File: src/include/pmic_regs_pkg.sv
// Constants for the shutdown-cause and buck voltage register slice
package pmic_regs_pkg;

  localparam int unsigned ADDR_W = 8;
  localparam int unsigned DATA_W = 8;

  // Register offsets
  localparam logic [7:0] OFF_SHUTDOWN_CAUSE = 8'h05;
  localparam logic [7:0] OFF_BUCK_TWO_CODE  = 8'h21;
  localparam logic [7:0] OFF_BUCK_THREE_DEC = 8'h22;
  localparam logic [7:0] OFF_BUCK_THREE_VID = 8'h23;
  localparam logic [7:0] OFF_BUCK_THREE_SLP = 8'h24;

  // Reset values
  localparam logic [7:0] RST_SHUTDOWN_CAUSE = 8'h00;
  localparam logic [7:0] RST_BUCK_TWO_CODE  = 8'h50;
  localparam logic [7:0] RST_BUCK_THREE_DEC = 8'h70;
  localparam logic [7:0] RST_BUCK_THREE_VID = 8'h70;
  localparam logic [7:0] RST_BUCK_THREE_SLP = 8'h70;

  // Shutdown-cause bit positions
  localparam int unsigned BIT_OVERHEAT   = 0;
  localparam int unsigned BIT_RAIL_FAULT = 1;
  localparam int unsigned BIT_UNDERVOLT  = 2;
  localparam int unsigned BIT_PIN_OFF    = 3;
  localparam logic [7:0]  CAUSE_WMASK    = 8'h07;

  // Voltage code field in bits 7-1, decay/enable in bit 0
  localparam int unsigned CODE_LSB = 1;
  localparam int unsigned FLAG_BIT = 0;

  // Sync depth for pins
  localparam int unsigned SYNC_STAGES = 2;

endpackage

File: src/include/pin_sync_if.sv
// Interface carrying raw and synchronised event pins
`timescale 1ns/1ps
`default_nettype none
interface pin_sync_if;
  logic [4:0] raw;
  logic [4:0] synced;
  modport src  (output raw, input synced);
  modport sync (input raw, output synced);
endinterface
`default_nettype wire

File: src/hw/pin_sync.sv
// Two-stage synchroniser for asynchronous event pins
`timescale 1ns/1ps
`default_nettype none
module pin_sync
  import pmic_regs_pkg::*;
(
  input  wire logic   clock,
  input  wire logic   rst,
  pin_sync_if.sync    pins
);

  logic [4:0] meta_q;
  logic [4:0] meta_d;
  logic [4:0] stable_q;
  logic [4:0] stable_d;

  always_comb
  begin
    meta_d   = pins.raw;
    stable_d = meta_q;
  end

  always_ff @(posedge clock)
  begin
    if (rst)
    begin
      meta_q   <= 5'h0;
      stable_q <= 5'h0;
    end
    else
    begin
      meta_q   <= meta_d;
      stable_q <= stable_d;
    end
  end

  assign pins.synced = stable_q;

endmodule
`default_nettype wire

File: src/hw/pmic_shutdown_regs.sv
// Shutdown-cause and buck voltage-code register slice
//
// Overview of operation
// - Cause bits set only by device, cleared only by host writing one.
// - Pin-forced-off cause bit 3 always reads zero in this variant.
// - Undervoltage shutdown sets cause bit 2 and the shutdown flag.
// - Unmasked rail fault shutdown sets cause bit 1 and the shutdown flag.
// - Overheat shutdown sets cause bit 0 and the shutdown flag.
// - Buck two seven-bit voltage code in bits 7-1, reset 28h.
// - Buck two bit 0 picks active slew (0) or passive decay (1).
// - Buck three decay register bit 0 picks slew (0) or decay (1).
// - Buck three decay bits 7-1 read/write, reset 38h, no effect.
// - Buck three voltage code bits 7-1 reset 38h; bit 0 reserved RW.
// - Buck three sleep code reset 38h, copied to voltage code on sleep.
// - Sleep register bit 0 enables sleep change from factory-chosen pin.
// - Shutdown flag cleared by host only after cause bits are clear.
`timescale 1ns/1ps
`default_nettype none
module pmic_shutdown_regs
  import pmic_regs_pkg::*;
#(
  parameter bit SLEEP_PIN_SELECT = 1'b0
)
(
  input  wire logic              clock,
  input  wire logic              rst,
  input  wire logic              reg_wr_en,
  input  wire logic              reg_rd_en,
  input  wire logic [ADDR_W-1:0] reg_addr,
  input  wire logic [DATA_W-1:0] reg_wdata,
  output logic      [DATA_W-1:0] reg_rdata,
  output logic                   reg_rvalid,
  input  wire logic              irq_flag_clear,
  output logic                   shutdown_irq_flag,
  input  wire logic              undervoltage_event,
  input  wire logic              rail_fault_event,
  input  wire logic              overheat_event,
  input  wire logic              sleep_pin_a,
  input  wire logic              sleep_pin_b,
  output logic      [6:0]        reg_two_voltage_code,
  output logic                   reg_two_decay_select,
  output logic                   reg_three_decay_select,
  output logic      [6:0]        reg_three_voltage_code,
  output logic      [6:0]        reg_three_sleep_code,
  output logic                   reg_three_sleep_enable
);

  // ****************************************
  // Pin synchronisation
  // ****************************************
  pin_sync_if pins ();

  assign pins.raw = {sleep_pin_b, sleep_pin_a, overheat_event,
                     rail_fault_event, undervoltage_event};

  pin_sync u_sync
  (
    .clock (clock),
    .rst   (rst),
    .pins  (pins)
  );

  logic ev_uv;
  logic ev_rf;
  logic ev_ot;
  logic sleep_lvl;
  assign ev_uv     = pins.synced[0];
  assign ev_rf     = pins.synced[1];
  assign ev_ot     = pins.synced[2];
  assign sleep_lvl = SLEEP_PIN_SELECT ? pins.synced[4] : pins.synced[3];

  // ****************************************
  // Register state
  // ****************************************
  logic [DATA_W-1:0] cause_q, cause_d;
  logic [DATA_W-1:0] two_q, two_d;
  logic [DATA_W-1:0] dec_q, dec_d;
  logic [DATA_W-1:0] vid_q, vid_d;
  logic [DATA_W-1:0] slp_q, slp_d;
  logic              flag_q, flag_d;
  logic              sleep_q, sleep_d;
  logic [DATA_W-1:0] rdata_q, rdata_d;
  logic              rvalid_q, rvalid_d;

  function automatic logic hit(input logic [ADDR_W-1:0] off);
    hit = reg_wr_en && (reg_addr == off);
  endfunction

  logic [2:0] set_vec;
  logic       sleep_entry;
  assign set_vec     = {ev_uv, ev_rf, ev_ot};
  assign sleep_entry = sleep_lvl && !sleep_q && slp_q[FLAG_BIT];

  always_comb
  begin
    cause_d = cause_q;
    two_d   = two_q;
    dec_d   = dec_q;
    vid_d   = vid_q;
    slp_d   = slp_q;
    flag_d  = flag_q;
    sleep_d = sleep_lvl;
    // Host clears with ones in the low bits only
    if (hit(OFF_SHUTDOWN_CAUSE))
      cause_d = cause_q & ~(reg_wdata & CAUSE_WMASK);
    // Device sets win over a same-cycle clear
    cause_d[BIT_OVERHEAT]   = cause_d[BIT_OVERHEAT]   | ev_ot;
    cause_d[BIT_RAIL_FAULT] = cause_d[BIT_RAIL_FAULT] | ev_rf;
    cause_d[BIT_UNDERVOLT]  = cause_d[BIT_UNDERVOLT]  | ev_uv;
    cause_d[7:3]            = 5'h0;
    // Flag clear only with causes already clear
    if (irq_flag_clear && (cause_q[2:0] == 3'h0))
      flag_d = 1'b0;
    if (|set_vec)
      flag_d = 1'b1;
    if (hit(OFF_BUCK_TWO_CODE))
      two_d = reg_wdata;
    if (hit(OFF_BUCK_THREE_DEC))
      dec_d = reg_wdata;
    if (hit(OFF_BUCK_THREE_VID))
      vid_d = reg_wdata;
    if (hit(OFF_BUCK_THREE_SLP))
      slp_d = reg_wdata;
    // Sleep entry overrides a same-cycle host write of the code
    if (sleep_entry)
      vid_d[7:CODE_LSB] = slp_q[7:CODE_LSB];
  end

  // ****************************************
  // Read path
  // ****************************************
  always_comb
  begin
    rvalid_d = reg_rd_en;
    case (reg_addr)
      OFF_SHUTDOWN_CAUSE: rdata_d = cause_q;
      OFF_BUCK_TWO_CODE:  rdata_d = two_q;
      OFF_BUCK_THREE_DEC: rdata_d = dec_q;
      OFF_BUCK_THREE_VID: rdata_d = vid_q;
      OFF_BUCK_THREE_SLP: rdata_d = slp_q;
      default:            rdata_d = 8'h00;
    endcase
    if (!reg_rd_en)
      rdata_d = rdata_q;
  end

  always_ff @(posedge clock)
  begin
    if (rst)
    begin
      cause_q  <= RST_SHUTDOWN_CAUSE;
      two_q    <= RST_BUCK_TWO_CODE;
      dec_q    <= RST_BUCK_THREE_DEC;
      vid_q    <= RST_BUCK_THREE_VID;
      slp_q    <= RST_BUCK_THREE_SLP;
      flag_q   <= 1'b0;
      sleep_q  <= 1'b0;
      rdata_q  <= 8'h00;
      rvalid_q <= 1'b0;
    end
    else
    begin
      cause_q  <= cause_d;
      two_q    <= two_d;
      dec_q    <= dec_d;
      vid_q    <= vid_d;
      slp_q    <= slp_d;
      flag_q   <= flag_d;
      sleep_q  <= sleep_d;
      rdata_q  <= rdata_d;
      rvalid_q <= rvalid_d;
    end
  end

  assign reg_rdata              = rdata_q;
  assign reg_rvalid             = rvalid_q;
  assign shutdown_irq_flag      = flag_q;
  assign reg_two_voltage_code   = two_q[7:CODE_LSB];
  assign reg_two_decay_select   = two_q[FLAG_BIT];
  assign reg_three_decay_select = dec_q[FLAG_BIT];
  assign reg_three_voltage_code = vid_q[7:CODE_LSB];
  assign reg_three_sleep_code   = slp_q[7:CODE_LSB];
  assign reg_three_sleep_enable = slp_q[FLAG_BIT];
endmodule
`default_nettype wire

File: config.mk
export PLATFORM = sky130hd
export DESIGN_NAME = pmic_shutdown_regs
export DESIGN_NICKNAME = d
export VERILOG_FILES = /design/src/include/pmic_regs_pkg.sv /design/src/include/pin_sync_if.sv /design/src/hw/pin_sync.sv /design/src/hw/pmic_shutdown_regs.sv
export SDC_FILE = /design/constraint.sdc
export NUM_CORES = 1
export LEC_CHECK = 0
export ABC_AREA = 0
export BUFFER_PORTS_ARGS = -buffer_cell sky130_fd_sc_hd__clkbuf_2
export CELL_PAD_IN_SITES_DETAIL_PLACEMENT = 1
export CELL_PAD_IN_SITES_GLOBAL_PLACEMENT = 1
export CORE_MARGIN = 2
export CORE_UTILIZATION = 40
export DETAILED_ROUTE_END_ITERATION = 12
export PLACE_DENSITY_LB_ADDON = 0.3
export SETUP_SLACK_MARGIN = 0.4
export SLEW_MARGIN = 10
export SYNTH_ARGS = -nofsm -noshare
export SYNTH_HDL_FRONTEND = slang
export SYNTH_HIERARCHICAL = 1
export SYNTH_SLANG_ARGS = --single-unit
File: constraint.sdc
create_clock -name clock -period 1.4 [get_ports clock]
set_input_delay 0.14 -clock clock [delete_from_list [all_inputs] [get_ports clock]]
set_output_delay 0.14 -clock clock [all_outputs]
set_load 0.01 [all_outputs]
==> metrics.txt <==
outcome=finished clean; clock slew at reported path FFs=0.11 ns; Core Footprint=between 5000 and 6000 um2; fin nets=345; unrepaired setup endpoints after global routing=yes; Startpoint Class=register; Switch Pwr=733 uW; CP max FO=3; TritonCTS Buffers=5; CP peak stage delay=0.34 ns; Final GP Congestion=0.822; clk buf depth=2; Syn Nets=roughly 270; layout cells sized above 1=between 40 and 50%; Comb pwr share=10.2%; hold crit path type=input port to register; switching part of the total=26.5%; flop2flop setup slack=0.13 ns; Cell Chain, Critical Path=mux2_2, a32oi_2, a21oi_2, a221o_1; critical path's slowest cell=dfxtp_2; CTS HTree Levels=2; Relative slew margins=68.7%; Row Count=28; drt first pass iters=4; Crit. End Element=register; drt first-iter violations=115; Cell Area, Synth=2390 um2; I/O Pins=60; Post-Syn Area per Cell=9.77 um2; # DRC=0; DP HPWL=between 5000 and 6000 um; DIE WIDTH=about 80 um; Initial Util=between 40% and 50%; Root Buffer=clkbuf_8; Max Clock Skew=0.00914 ns; final worst-path cycle share=90.8%; Post-DRT Antenna Nets=0; Ys Warns=6; fmax=787 MHz; required time worst endpoint=1.61 ns; power density over the cells=850 nW/um2; Flop pwr share=56.5%; WL/cell=18.6 um; Die Y-Extent=81.4 um; largest net degree at the start of global routing=19; global-route wire length before repair=11,000 um; clk sinks=54; Critical Path AT=between 1 and 1.5 ns; final instance area=3250 um2; Final Hold Vio Count=0; Routed WL=7340 um; synthesized instance count=245; initial antenna violation count=0; Tightest Pin Transition=0.469 ns; fin crit period=1.27 ns; # setup viols final=0; ant diodes=0; vias=2,147; WS Path Type=register to register; PortBufs=58; clock power share=roughly a third; DR vias/cell=between 5 and 6; total power of the final layout=2.76 mW; Slew Limit Fails=0; maxcap violations=0; global route overflow=0; # hold bufs at CTS=0; P&R area growth vs syn=35.7%; P_leak=1.47 nW; P_int=2.03 mW; Die Area=around 6600 um2; CTS tree=built; GRT Resource Usage Total=22.0%; maximum vdd drop=a little under 600 uV; worst skew pair latency=0.32 ns; placed inst area=2850 um2; vias in the first global route=2,120
==> worst paths after layout <==
path / startpoint / end / depth (start not counted)
min: sleep_pin_a / u_sync/meta_q[3] / 2
min reg2reg: reg_rdata[4] / reg_rdata[4] / 2
max reg2reg: vid_q[2] / reg_rdata[2] / 4
max: vid_q[2] / reg_rdata[2] / 4
==> area by class of cell <==
| cell class | instances | area, um2 |
|---|---|---|
| clock inverter | 3 | 25.0 |
| timing repair buffer | 87 | 606 |
| inverter | 5 | 18.8 |
| clock buffer | 5 | 68.8 |
| tap | 75 | 93.8 |
| sequential | 54 | 1120 |
| multi-input combinational | 166 | 1320 |
| fill | 665 | 2600 |
==> per-stage QoR <==
| stage | hold WS (ns) | setup WS (ns) | util, % | setup TNS (ns) | instances |
|---|---|---|---|---|---|
| after floorplan | 0.212 | 0.176 | - | 0 | 245 |
| after global placement | 0.350 | -0.0441 | 48.7 | -0.238 | 380 |
| after detailed placement | 0.356 | -0.0922 | 48.7 | -0.769 | 380 |
| after CTS | 0.0243 | 0.121 | 52.4 | 0 | 392 |
| after global routing | 0.0302 | 0.0799 | 55.5 | 0 | 395 |
| final | 0.0228 | 0.129 | 55.5 | 0 | 395 |
==> cells in the final DEF (no fill, tap or decap), types with 7 or more instances in the layout <==
cell type	count
a21oi_1	7
buf_4	16
buf_6	16
clkbuf_2	50
dfxtp_1	31
dfxtp_2	19
mux2i_1	33
nand2_1	17
nor2_1	26
nor2b_1	15
o21ai_1	8
==> critical path: cells and delay by family (launching register included) <==
kind            cells  cell delay (ns)
mux                 1             0.28
compound gates      3             0.54
flops               1             0.34
==> flip-flops by register name, summed over array words and instances (netlist names) <==
register and count:
u_sync/meta_q 4, reg_rdata 8, shutdown_irq_flag 1, cause_q 3
reg_rvalid 1, two_q 8, vid_q 8, u_sync/pins.synced 4
slp_q 8, dec_q 8, sleep_q 1
==> metal layers <==
metal,track usage (%),wire length [um],up-vias
met5,0,0,-
met3,3.78,309,11
met1,30.9,3410,1059
li1,-,-,1017
met2,34.8,3480,60
met4,5.76,140,0
==> power groups by stage <==
stage | clock, mW | sequential, mW | combinational, mW
6_report | 0.920 | 1.56 | 0.282
5_1_grt | 1.00 | 1.56 | 0.305
4_1_cts | 0.932 | 1.56 | 0.256
3_5_place_dp | 0 | 1.60 | 0.241
3_3_place_gp | 0 | 1.60 | 0.233
2_1_floorplan | 0 | 1.60 | 0.120
==> repair_timing <==
action / CTS / global route
pin swaps: 17 / 19
setup buffers: 4 / 3
setup endpoints to repair: 50 / 60
resized for setup: 33 / 51
No activity file was read; power rests on OpenSTA's default activity.
